`src/include/dma_trig_pkg.sv`:
```
// Package with register map, trigger codes and carrier types of the DMA trigger channel
package dma_trig_pkg;

  // Register offsets
  localparam logic [7:0] OFS_CTRL = 8'h00;
  localparam logic [7:0] OFS_STATUS = 8'h01;
  localparam logic [7:0] OFS_TRIG_SEL = 8'h03;
  localparam logic [7:0] OFS_CNT_LO = 8'h04;
  localparam logic [7:0] OFS_CNT_HI = 8'h05;
  localparam logic [7:0] OFS_REPEAT = 8'h06;

  // Control register fields
  localparam int CTRL_ENABLE = 0;
  localparam int CTRL_REPEAT = 1;
  localparam int CTRL_SW_TRIG = 2;

  // Status register fields
  localparam int STAT_BUSY = 0;
  localparam int STAT_PEND = 1;
  localparam int STAT_DONE = 4;

  // Reset values
  localparam logic [7:0] RST_TRIG_SEL = 8'h00;
  localparam logic [15:0] RST_COUNT = 16'h0000;
  localparam logic [7:0] RST_REPEAT = 8'h00;
  localparam logic [7:0] ZERO_BYTE = 8'h00;

  // Block counting constants
  localparam logic [15:0] CNT_ZERO = 16'h0000;
  localparam logic [15:0] CNT_ONE = 16'h0001;
  localparam logic [15:0] CNT_FULL = 16'hFFFF;
  localparam logic [7:0] REP_ZERO = 8'h00;
  localparam logic [7:0] REP_ONE = 8'h01;

  // Trigger source base codes and offset limits
  localparam logic [7:0] TRIG_OFF = 8'h00;
  localparam logic [7:0] EVT_BASE = 8'h01;
  localparam logic [7:0] EVT_LAST = 8'h02;
  localparam logic [7:0] AES_CODE = 8'h04;
  localparam logic [7:0] ADC_BASE_A = 8'h10;
  localparam logic [7:0] ADC_BASE_B = 8'h20;
  localparam logic [7:0] ADC_LAST = 8'h04;
  localparam logic [7:0] DAC_BASE_A = 8'h15;
  localparam logic [7:0] DAC_BASE_B = 8'h25;
  localparam logic [7:0] DAC_LAST = 8'h01;
  localparam logic [7:0] PORT_BASE = 8'h40;
  localparam logic [7:0] PORT_STRIDE = 8'h20;
  localparam logic [7:0] TC0_LAST = 8'h05;
  localparam logic [7:0] TC1_REL = 8'h06;
  localparam logic [7:0] TC1_LAST = 8'h03;
  localparam logic [7:0] SPI_REL = 8'h0A;
  localparam logic [7:0] USART0_REL = 8'h0B;
  localparam logic [7:0] USART1_REL = 8'h0E;
  localparam logic [7:0] USART_LAST = 8'h01;

  // One bit per trigger source of the device
  typedef struct packed {
    logic [2:0] evt;
    logic aes;
    logic [1:0][4:0] adc;
    logic [1:0][1:0] dac;
    logic [3:0][5:0] tc0;
    logic [3:0][3:0] tc1;
    logic [3:0] spi;
    logic [3:0][1:0][1:0] usart;
  } req_vec_t;

  // Channel state
  typedef enum logic {ST_IDLE, ST_BLOCK} chan_state_t;

endpackage : dma_trig_pkg

```
`src/hdl/dma_channel_trigger.sv`:
```
// DMA channel trigger selection with block byte and repeat counting
// Function
// Select value zero ignores hardware requests; only software starts transfers.
// Select code is module base value plus request offset within module.
// Event system triggers use base 0x01, offsets 0 to 2.
// Encryption engine has single trigger code 0x04.
// Converter-in bases 0x10, 0x20; offsets 0-3 one channel, 4 all.
// Converter-out bases 0x15, 0x25; only offsets 0 and 1 valid.
// Timer offsets: wrap 0, error 1, compare A-D 2-5; C, D first only.
// First timer bases 0x40, 0x60, 0x80, 0xA0; second six above.
// Each port serial peripheral has one code: 0x4A, 0x6A, 0x8A, 0xAA.
// Transceiver bases 0x4B, 0x4E; offset 0 receive, 1 transmit empty.
// Code of an absent peripheral produces no trigger.
// Pending request dropped when source flag cleared or interrupt taken.
// Serving a request may clear the source interrupt flag.
// Source withdraws request when its register is accessed.
// Block byte count is 16 bits from low and high byte registers.
// Block byte count decrements by one after each byte read.
// Count reaching zero reloads last value software wrote.
// Zero loaded then triggered gives 0xFFFF transfers.
// Limited repeats: repeat count decrements after each completed block.
// Repeat mode: channel disables when repeat count hits zero, block done.
// Repeat mode with repeat count zero means unlimited repeats.
// Unlimited repeat raises transaction done flag after every block.
// Selected hardware request held pending until served or withdrawn.
//
// The plain strobed port was decided locally.
`timescale 1ns/1ps

module dma_channel_trigger #(
  parameter dma_trig_pkg::req_vec_t PRESENT = '1
) (
  input wire logic mclk,
  input wire logic reset,
  input wire logic [7:0] reg_addr,
  input wire logic [7:0] reg_wdata,
  input wire logic reg_wr,
  input wire logic reg_rd,
  output logic [7:0] reg_rdata,
  input wire dma_trig_pkg::req_vec_t periph_req,
  input wire dma_trig_pkg::req_vec_t periph_drop,
  output dma_trig_pkg::req_vec_t periph_serve,
  output logic block_active,
  input wire logic byte_read,
  output logic block_end
);

  // Software visible state
  logic enable_r;
  logic repeat_mode_r;
  logic done_flag_r;
  logic [7:0] trig_sel_r;
  logic [15:0] count_reload_r;
  logic [15:0] count_r;
  logic [7:0] repeat_r;
  logic [7:0] rdata_nxt;

  // Trigger state
  dma_trig_pkg::chan_state_t state_r;
  dma_trig_pkg::req_vec_t sel_mask;
  dma_trig_pkg::req_vec_t serve_r;
  logic sel_req;
  logic sel_req_d_r;
  logic pend_r;
  logic sel_drop;
  logic sw_trig;
  logic hw_start;
  logic start;
  logic last_byte;
  logic txn_end;
  logic flag_block;

  // Map a select code onto the one source it names
  function automatic dma_trig_pkg::req_vec_t decode(input logic [7:0] code);
    dma_trig_pkg::req_vec_t m;
    logic [7:0] base;
    logic [7:0] off;
    m = '0;
    base = dma_trig_pkg::EVT_BASE;
    off = code - base;
    // Event routing channels
    if (code >= base && off <= dma_trig_pkg::EVT_LAST)
      m.evt[off[1:0]] = 1'b1;
    if (code == dma_trig_pkg::AES_CODE)
      m.aes = 1'b1;
    for (int a = 0; a < 2; a++)
    begin
      base = (a == 0) ? dma_trig_pkg::ADC_BASE_A : dma_trig_pkg::ADC_BASE_B;
      off = code - base;
      if (code >= base && off <= dma_trig_pkg::ADC_LAST)
        m.adc[a][off[2:0]] = 1'b1;
      base = (a == 0) ? dma_trig_pkg::DAC_BASE_A : dma_trig_pkg::DAC_BASE_B;
      off = code - base;
      if (code >= base && off <= dma_trig_pkg::DAC_LAST)
        m.dac[a][off[0]] = 1'b1;
    end
    for (int p = 0; p < 4; p++)
    begin
      // Port base is base plus sum of offsets
      base = dma_trig_pkg::PORT_BASE + 8'(p) * dma_trig_pkg::PORT_STRIDE;
      off = code - base;
      if (code >= base && off <= dma_trig_pkg::TC0_LAST)
        m.tc0[p][off[2:0]] = 1'b1;
      off = code - base - dma_trig_pkg::TC1_REL;
      if (code >= base + dma_trig_pkg::TC1_REL && off <= dma_trig_pkg::TC1_LAST)
        m.tc1[p][off[1:0]] = 1'b1;
      if (code == base + dma_trig_pkg::SPI_REL)
        m.spi[p] = 1'b1;
      off = code - base - dma_trig_pkg::USART0_REL;
      if (code >= base + dma_trig_pkg::USART0_REL && off <= dma_trig_pkg::USART_LAST)
        m.usart[p][0][off[0]] = 1'b1;
      off = code - base - dma_trig_pkg::USART1_REL;
      if (code >= base + dma_trig_pkg::USART1_REL && off <= dma_trig_pkg::USART_LAST)
        m.usart[p][1][off[0]] = 1'b1;
    end
    return m;
  endfunction : decode

  // Selected source, blanked when off or absent
  always_comb
  begin
    sel_mask = decode(trig_sel_r) & PRESENT;
    sel_req = |(sel_mask & periph_req);
    sel_drop = |(sel_mask & periph_drop);
    if (trig_sel_r == dma_trig_pkg::TRIG_OFF)
    begin
      sel_req = 1'b0;
      sel_drop = 1'b0;
    end
  end

  // Start and end conditions of a block
  assign sw_trig = reg_wr && reg_addr == dma_trig_pkg::OFS_CTRL
                   && reg_wdata[dma_trig_pkg::CTRL_SW_TRIG];
  assign hw_start = pend_r && sel_req;
  assign start = enable_r && state_r == dma_trig_pkg::ST_IDLE && (sw_trig || hw_start);
  assign last_byte = state_r == dma_trig_pkg::ST_BLOCK && byte_read
                     && count_r == dma_trig_pkg::CNT_ONE;
  assign flag_block = last_byte && (!repeat_mode_r || repeat_r == dma_trig_pkg::REP_ZERO
                      || repeat_r == dma_trig_pkg::REP_ONE);
  assign txn_end = last_byte && (!repeat_mode_r || repeat_r == dma_trig_pkg::REP_ONE);
  assign block_active = state_r == dma_trig_pkg::ST_BLOCK;
  assign block_end = last_byte;
  assign periph_serve = serve_r;

  // Channel state machine
  always_ff @(posedge mclk or posedge reset)
  begin
    if (reset)
      state_r <= dma_trig_pkg::ST_IDLE;
    else
    begin
      case (state_r)
        dma_trig_pkg::ST_IDLE:
          if (start)
            state_r <= dma_trig_pkg::ST_BLOCK;
        dma_trig_pkg::ST_BLOCK:
          if (last_byte)
            state_r <= dma_trig_pkg::ST_IDLE;
        default:
          state_r <= dma_trig_pkg::ST_IDLE;
      endcase
    end
  end

  // Pending hardware request
  always_ff @(posedge mclk or posedge reset)
  begin
    if (reset)
    begin
      pend_r <= 1'b0;
      sel_req_d_r <= 1'b0;
    end
    else
    begin
      sel_req_d_r <= sel_req;
      if (!sel_req || sel_drop)
        pend_r <= 1'b0;
      else if (start && hw_start)
        pend_r <= 1'b0;
      else if (!sel_req_d_r)
        pend_r <= 1'b1;
    end
  end

  // Serve pulse lets the source clear its flag
  always_ff @(posedge mclk or posedge reset)
  begin
    if (reset)
      serve_r <= '0;
    else if (start && hw_start && !sw_trig)
      serve_r <= sel_mask;
    else
      serve_r <= '0;
  end

  // Control register and hardware disable
  always_ff @(posedge mclk or posedge reset)
  begin
    if (reset)
    begin
      enable_r <= 1'b0;
      repeat_mode_r <= 1'b0;
    end
    else if (reg_wr && reg_addr == dma_trig_pkg::OFS_CTRL)
    begin
      enable_r <= reg_wdata[dma_trig_pkg::CTRL_ENABLE];
      repeat_mode_r <= reg_wdata[dma_trig_pkg::CTRL_REPEAT];
    end
    else if (txn_end)
      enable_r <= 1'b0;
  end

  // Done flag, set wins over write-one clear
  always_ff @(posedge mclk or posedge reset)
  begin
    if (reset)
      done_flag_r <= 1'b0;
    else if (flag_block)
      done_flag_r <= 1'b1;
    else if (reg_wr && reg_addr == dma_trig_pkg::OFS_STATUS
             && reg_wdata[dma_trig_pkg::STAT_DONE])
      done_flag_r <= 1'b0;
  end

  // Trigger select register
  always_ff @(posedge mclk or posedge reset)
  begin
    if (reset)
      trig_sel_r <= dma_trig_pkg::RST_TRIG_SEL;
    else if (reg_wr && reg_addr == dma_trig_pkg::OFS_TRIG_SEL)
      trig_sel_r <= reg_wdata;
  end

  // Block byte counter with reload copy
  always_ff @(posedge mclk or posedge reset)
  begin
    if (reset)
    begin
      count_reload_r <= dma_trig_pkg::RST_COUNT;
      count_r <= dma_trig_pkg::RST_COUNT;
    end
    else if (reg_wr && reg_addr == dma_trig_pkg::OFS_CNT_LO)
    begin
      count_reload_r[7:0] <= reg_wdata;
      count_r[7:0] <= reg_wdata;
    end
    else if (reg_wr && reg_addr == dma_trig_pkg::OFS_CNT_HI)
    begin
      count_reload_r[15:8] <= reg_wdata;
      count_r[15:8] <= reg_wdata;
    end
    else if (start && count_r == dma_trig_pkg::CNT_ZERO)
      count_r <= dma_trig_pkg::CNT_FULL;
    else if (last_byte)
      count_r <= count_reload_r;
    else if (state_r == dma_trig_pkg::ST_BLOCK && byte_read)
      count_r <= count_r - dma_trig_pkg::CNT_ONE;
  end

  // Repeat counter
  always_ff @(posedge mclk or posedge reset)
  begin
    if (reset)
      repeat_r <= dma_trig_pkg::RST_REPEAT;
    else if (reg_wr && reg_addr == dma_trig_pkg::OFS_REPEAT)
      repeat_r <= reg_wdata;
    else if (last_byte && repeat_mode_r && repeat_r != dma_trig_pkg::REP_ZERO)
      repeat_r <= repeat_r - dma_trig_pkg::REP_ONE;
  end

  // Read multiplexer
  always_comb
  begin
    rdata_nxt = dma_trig_pkg::ZERO_BYTE;
    case (reg_addr)
      dma_trig_pkg::OFS_CTRL:
      begin
        rdata_nxt[dma_trig_pkg::CTRL_ENABLE] = enable_r;
        rdata_nxt[dma_trig_pkg::CTRL_REPEAT] = repeat_mode_r;
      end
      dma_trig_pkg::OFS_STATUS:
      begin
        rdata_nxt[dma_trig_pkg::STAT_BUSY] = block_active;
        rdata_nxt[dma_trig_pkg::STAT_PEND] = pend_r;
        rdata_nxt[dma_trig_pkg::STAT_DONE] = done_flag_r;
      end
      dma_trig_pkg::OFS_TRIG_SEL: rdata_nxt = trig_sel_r;
      dma_trig_pkg::OFS_CNT_LO: rdata_nxt = count_r[7:0];
      dma_trig_pkg::OFS_CNT_HI: rdata_nxt = count_r[15:8];
      dma_trig_pkg::OFS_REPEAT: rdata_nxt = repeat_r;
      default: rdata_nxt = dma_trig_pkg::ZERO_BYTE;
    endcase
  end

  // Read data stands one cycle after the strobe only
  always_ff @(posedge mclk or posedge reset)
  begin
    if (reset)
      reg_rdata <= dma_trig_pkg::ZERO_BYTE;
    else if (reg_rd)
      reg_rdata <= rdata_nxt;
    else
      reg_rdata <= dma_trig_pkg::ZERO_BYTE;
  end
endmodule : dma_channel_trigger

```
`config.mk`:
```
export PLATFORM = sky130hd
export DESIGN_NAME = dma_channel_trigger
export DESIGN_NICKNAME = d
export VERILOG_FILES = /design/src/include/dma_trig_pkg.sv /design/src/hdl/dma_channel_trigger.sv
export SDC_FILE = /design/constraint.sdc
export NUM_CORES = 1
export LEC_CHECK = 0
export BUFFER_PORTS_ARGS = -buffer_cell sky130_fd_sc_hd__buf_2
export CAP_MARGIN = 30
export CORE_ASPECT_RATIO = 1.25
export CORE_MARGIN = 3
export CORE_UTILIZATION = 30
export CTS_CLUSTER_DIAMETER = 150
export DETAILED_ROUTE_END_ITERATION = 10
export PLACE_DENSITY_LB_ADDON = 0.3
export REMOVE_ABC_BUFFERS = 1
export SYNTH_ARGS = -nofsm -noshare
export SYNTH_HDL_FRONTEND = slang
export SYNTH_SLANG_ARGS = --single-unit
```
`constraint.sdc`:
```
create_clock -name mclk -period 11.03 [get_ports mclk]
set_input_delay 0.5515 -clock mclk [delete_from_list [all_inputs] [get_ports mclk]]
set_output_delay 0.5515 -clock mclk [all_outputs]
set_load 0.03 [all_outputs]
```
* Word level (Yosys, flattened, before mapping) *
Cells that the tools add are included.

cells by class
  equality and inequality tests = 14
  reduce and logical (&&, ||, !) cells = 85
  bitwise operators = 4
  add/subtract/negate cells = 23
  magnitude comparators = 84
  muxes and demuxes = 94

operators with widths
  operator                                                                      number
  78-bit bitwise AND                                                            2
  78-bit OR reduction                                                           2
  8-bit by 1-bit <= comparator with 1-bit output, second input constant         10
  78-bit 2-to-1 mux                                                             1
  8-bit by 7-bit >= comparator with 1-bit output, second input constant         8
  8-bit >= comparator, second input constant                                    8
  8-bit by 4-bit subtractor with 8-bit output, second input constant            8
  1-bit logical AND                                                             62
  8-bit by 3-bit <= comparator with 1-bit output, second input constant         6
  16-bit 2-to-1 mux                                                             3
  8-bit 2-to-1 mux                                                              6
  8-bit by 2-bit <= comparator with 1-bit output, second input constant         5
  1-bit 2-to-1 mux                                                              37
  8-bit by 3-bit equality test with 1-bit output, second input constant         4
  8-bit by 3-bit subtractor with 8-bit output, second input constant            4
  8-bit logical NOT                                                             3
  3-bit by 4-bit less-than comparator with 1-bit output, second input constant  6
  6-bit 2-to-1 mux                                                              4
  1-bit by 2-bit less-than comparator with 1-bit output, second input constant  10
  2-bit 2-to-1 mux                                                              10
  1-bit demux with 3-bit select                                                 6
  3-bit by 1-bit >= comparator with 1-bit output, second input constant         6
  16-bit by 1-bit equality test with 1-bit output, second input constant        1
  8-bit by 1-bit equality test with 1-bit output, second input constant         2
  35 further kinds                                                              90

word-level totals
  register bits = 140
  input bits = 177

* Depth between registers and ports, before layout *
  word-level depth = 17
  depth in mapped cells = 17
  depth with buffers taken out = 12

* Least setup slack after synthesis *
OpenSTA, ideal clock, no wires.

  path kind = reg-to-reg
  start point = register trig_sel_r[0]
  end point = register serve_r (netlist bit periph_serve[18])
  arrival = 3.466 ns
  setup time = 0.095 ns
  cell stages (with the launch flop) = 17
  path slack = 7.468 ns
  period minus slack after synthesis = 3.562 ns
  buffers on the path = 4
  path through = dfrtp_1 buf_2 buf_2 inv_1 clkbuf_1 ha_1 nand2b_1 o211ai_1 nor4_2 nand3_1 o211ai_1 and4b_1 a22o_1 inv_2 buf_6 nand2_2 nor4b_2

on the way
  word-level cells in the longest chain between the ends = 16
  elaborated cells between the ends (all ways) = 230
  classes of those cells = add/sub: 21; order compare: 84; eq/ne: 5; mux: 70; bitwise: 1; reduce/logical: 49

ends and longest elaborated chain
  what                                                                                                       RTL line                                                                            text
  from (decl)                                                                                                dma_channel_trigger.sv:52                                                           logic [7:0] trig_sel_r;
  from (signal assigned)                                                                                     dma_channel_trigger.sv:230                                                          trig_sel_r <= dma_trig_pkg::RST_TRIG_SEL;
  from (signal assigned)                                                                                     dma_channel_trigger.sv:232                                                          trig_sel_r <= reg_wdata;
  8-bit by 7-bit subtractor with 8-bit output or 8-bit subtractor (tied branches)                            n/a
  8-bit by 3-bit subtractor with 8-bit output, or another cell as far along                                  dma_channel_trigger.sv:104                                                          off = code - base - dma_trig_pkg::TC1_REL;
  2-bit by 3-bit less-than comparator with 1-bit output (not written as such), or another cell as far along  dma_channel_trigger.sv:106                                                          m.tc1[p][off[1:0]] = 1'b1;
  1-bit logical AND (on tied branches)                                                                       dma_channel_trigger.sv:106, dma_channel_trigger.sv:111, dma_channel_trigger.sv:114
  1-bit 2-to-1 mux (on tied branches)                                                                        dma_channel_trigger.sv:106, dma_channel_trigger.sv:111, dma_channel_trigger.sv:114
  1-bit demux with 2-bit select, or another cell as far along                                                dma_channel_trigger.sv:106
  4-bit 2-to-1 mux, or another cell as far along                                                             dma_channel_trigger.sv:105                                                          if (code >= base + dma_trig_pkg::TC1_REL && off <= dma_trig_pkg::TC1_LAST)
  78-bit bitwise AND                                                                                         dma_channel_trigger.sv:123                                                          sel_req = |(sel_mask & periph_req);
  78-bit OR reduction                                                                                        dma_channel_trigger.sv:123
  1-bit 2-to-1 mux (*)                                                                                       dma_channel_trigger.sv:125                                                          if (trig_sel_r == dma_trig_pkg::TRIG_OFF)
  via sel_req                                                                                                dma_channel_trigger.sv:62                                                           logic sel_req;
  1-bit logical AND (*)                                                                                      dma_channel_trigger.sv:135                                                          assign hw_start = pend_r && sel_req;
  1-bit logical OR                                                                                           dma_channel_trigger.sv:136                                                          assign start = enable_r && state_r == dma_trig_pkg::ST_IDLE && (sw_trig || hw_start);
  1-bit logical AND                                                                                          dma_channel_trigger.sv:136
  1-bit logical AND (*) (2 in a row)                                                                         dma_channel_trigger.sv:191                                                          else if (start && hw_start && !sw_trig)
  78-bit 2-to-1 mux (*)                                                                                      dma_channel_trigger.sv:191
  to (signal assigned)                                                                                       dma_channel_trigger.sv:192                                                          serve_r <= sel_mask;
  to (decl)                                                                                                  dma_channel_trigger.sv:61                                                           dma_trig_pkg::req_vec_t serve_r;

The timed path passes the listed nets; every way through them passes the cells marked *.
A chain may end at the register's enable or synchronous reset.

* Worst setup path after layout *
  start point = register trig_sel_r[2]
  end point = register serve_r (netlist bit periph_serve[72])

on the way
  word-level cells in the longest chain between the ends = 15
  elaborated cells between the ends (all ways) = 155
  classes of those cells = add/sub: 21; order compare: 54; eq/ne: 5; mux: 40; bitwise: 1; reduce/logical: 34

ends and longest elaborated chain
  what                                                                                                  RTL line
  parallel branches: the longest is 14 deep, another holds 8-bit by 7-bit subtractor with 8-bit output  n/a
  78-bit 2-to-1 mux (*)                                                                                 dma_channel_trigger.sv:191

Every way passes the cells marked *.

==> flow_summary.json <==
{
  "yosysSeqAreaShare_pct": 37.7,
  "layout_commonest_cell": "buf_2",
  "portBuffers": 264,
  "yosys-top-cells-area": "dfrtp_1, nand2_1, ha_1",
  "cts_max_path_buffers": 2,
  "grt_antenna_before_repair": 1,
  "num_vias": 9522,
  "grt_max_degree": 73,
  "synthArstFlopShare_pct": 100,
  "synth_area_um2": 9300,
  "first_pass_iters": 6,
  "dp_hpwl_um": 29800,
  "worstMarginPinSlew_ns": 1.07,
  "clkSinkCount": 140,
  "layout_common_cells": "buf_2, dfrtp_1, nand2_1",
  "p_per_area_nw_per_um2": 134,
  "cts_tree": "done",
  "start_kind": "flip-flop",
  "die_area_um2": 33100,
  "ys_warn_count": 0,
  "setup_viol": 0,
  "ys.flop_type": "dfrtp_1",
  "finalSetupTns_ns": 0,
  "hold_violations": 0,
  "vias_per_cell": 5.58,
  "period_minus_slack_ns": 5.19,
  "cts_hold_buf": 0,
  "rows": 71,
  "status": "complete, no violations",
  "fp.dieH_um": 203,
  "min-delay-path-class": "in -> async",
  "cp.arrival_ns": 5.49,
  "min_period_over_period_pct": 47.0,
  "grt_pass1_vias": 9264,
  "dieWidth_um": 163,
  "routed_wl_um": 38900,
  "avgRoutedWirePerCell_um": 22.8,
  "leakage_nw": 5.32,
  "core_um2": 30300,
  "grt_pass1_wl_um": 56900,
  "yosys_register_bits": 140,
  "drive_gt1_share_pct": 27.4,
  "synth_top_area_share_pct": 37.7,
  "gr-total-overflow": 0,
  "fmax_ghz": 0.193,
  "insertion_delay_ns": 0.44,
  "route.detailed.drc": 0,
  "rsz0062_at_grt": "false",
  "synth_cell_types": 81,
  "cts_resized": 0,
  "avgSynthCellArea_um2": 8.72,
  "diodes": 0,
  "clock-root-buffer": "clkbuf_16",
  "finish.utilization_pct": 37.9,
  "cts_inserted_buffers": 17,
  "synth_top_area_cell": "dfrtp_1",
  "io_pins": 265,
  "areaGrowthSynthToFinish_pct": 23.7,
  "relSlewSlack_pct": 28.6,
  "cts_setup_buffers": 0,
  "synth_cells": 1066,
  "cp-end-kind": "flip-flop",
  "track_usage_pct": 22.6,
  "clk_pin_slew_ns": 0.07,
  "fin_nets": 1501,
  "synth_edf_count": 0,
  "antenna_left": 0,
  "critPathKind": "reg -> reg",
  "htreeDepth": 4,
  "place_congestion": 0.971,
  "finalClockSkew_ns": 0.00843,
  "max_cap_violations": 0,
  "slew_violations": 0,
  "peakVddDrop_uv": 69.0,
  "drt-initial-drc-count": 1068,
  "initial_core_util_pct": 30.7,
  "cp.required_ns": 11.33,
  "worstPathMaxFanout": 30
}
per-stage QoR:
stage               instance area [µm²]  power, mW  setup slack, ns  hold slack (ns)  cells
floorplan                          8970      0.803             6.07            0.446    996
global placement                  10900      0.950             6.21            0.458   1672
detailed placement                10900      0.953             5.98            0.463   1673
CTS                               11500       1.54             5.95            0.246   1705
global route                      11500       1.60             5.59            0.256   1705
finish                            11500       1.54             5.84            0.200   1705
sequential cells by signal, indices dropped and copies added, names as in the netlist:
| register | count |
|---|---|
| pend_r | 1 |
| block_active | 1 |
| count_r | 16 |
| reg_rdata | 8 |
| count_reload_r | 16 |
| sel_req_d_r | 1 |
| repeat_r | 8 |
| done_flag_r | 1 |
| repeat_mode_r | 1 |
| periph_serve | 78 |
| trig_sel_r | 8 |
| enable_r | 1 |
logic make-up (layout without fill, tap and decap cells):
| logic type | count (synthesis) | in the layout | synth area share (%) |
|---|---|---|---|
| buffers and inverters | 100 | 338 | 4.70 |
| adder cells (fa/ha/maj) | 33 | 33 | 4.44 |
| AO/OA/AOI/OAI | 245 | 245 | 19.2 |
| AND/OR/NAND/NOR | 473 | 473 | 26.1 |
| XOR/XNOR | 39 | 39 | 3.67 |
| flip-flops | 140 | 140 | 37.7 |
| multiplexers | 36 | 36 | 4.15 |
cell usage after synthesis, types with 8 or more instances:
master / n
o21ai_0: 54
xor2_1: 13
nand3_1: 31
o211ai_1: 9
mux2i_1: 22
nand2b_1: 9
or3_1: 17
nor3_1: 48
inv_1: 27
mux2_2: 11
a22oi_1: 21
a31oi_1: 8
a211oi_1: 9
nor4_1: 38
ha_1: 33
and3_1: 8
nor2b_1: 15
o22ai_1: 12
a21oi_1: 31
nor2_1: 97
dfrtp_1: 140
buf_1: 9
nand4_1: 14
a222oi_1: 20
nand2_1: 138
a221oi_1: 14
clkbuf_1: 33
xnor2_1: 26
buf_2: 22
worst paths after layout:
| path | from | end | slack [ns] | cells after the start |
|---|---|---|---|---|
| hold / removal | reset | reg_rdata[2]$_DFF_PP0_ | 0.20 | 2 |
| setup reg to reg | trig_sel_r[2]$_DFFE_PP0P_ | periph_serve[72]$_DFF_PP0_ | 5.84 | 13 |
| hold reg to reg | count_reload_r[6]$_DFFE_PP0P_ | count_reload_r[6]$_DFFE_PP0P_ | 0.48 | 2 |
| max in group asynchronous | reset | periph_serve[12]$_DFF_PP0_ | 9.47 | 3 |
| min in group mclk | reg_rd | reg_rdata[0]$_DFF_PP0_ | 0.38 | 2 |
| setup / recovery | trig_sel_r[2]$_DFFE_PP0P_ | periph_serve[72]$_DFF_PP0_ | 5.84 | 13 |
power breakdown:
group | switching, mW | total [mW] | internal (mW)
combinational | 0.235 | 0.370 | 0.136
sequential | 0.0431 | 0.581 | 0.538
clock | 0.266 | 0.588 | 0.323
metal layers:
metal / GRT usage, % / vias to the layer above / share of wire [%] / wire [µm]
li1: - / 4378 / - / -
met1: 26.9 / 4555 / 39 / 15100
met2: 38.8 / 485 / 49 / 19100
met3: 4.00 / 104 / 7.2 / 2790
met4: 11.2 / 0 / 5.0 / 1950
met5: 0 / - / 0 / 0
worst max-delay path, cell delays in order (launching register included):
cell       delay [ns]
dfrtp_1          1.05
inv_1            0.31
ha_1             0.65
a21oi_1          0.46
o2bb2ai_1        0.12
o2111ai_1        0.32
nor4_1           0.14
nor4_1           0.56
and4b_1          0.33
a22o_1           0.16
buf_4            0.27
inv_2            0.22
nand2_1          0.34
nor3_1           0.10
area by class of cell:
| class | instances | area (µm²) |
|---|---|---|
| timing repair buffer | 276 | 1410 |
| fill | 3113 | 18800 |
| multi-input combinational | 826 | 5360 |
| clock inverter | 15 | 174 |
| tap | 401 | 502 |
| clock buffer | 17 | 425 |
| sequential | 140 | 3500 |
| inverter | 30 | 118 |
Power figures use the tool's default switching activity.
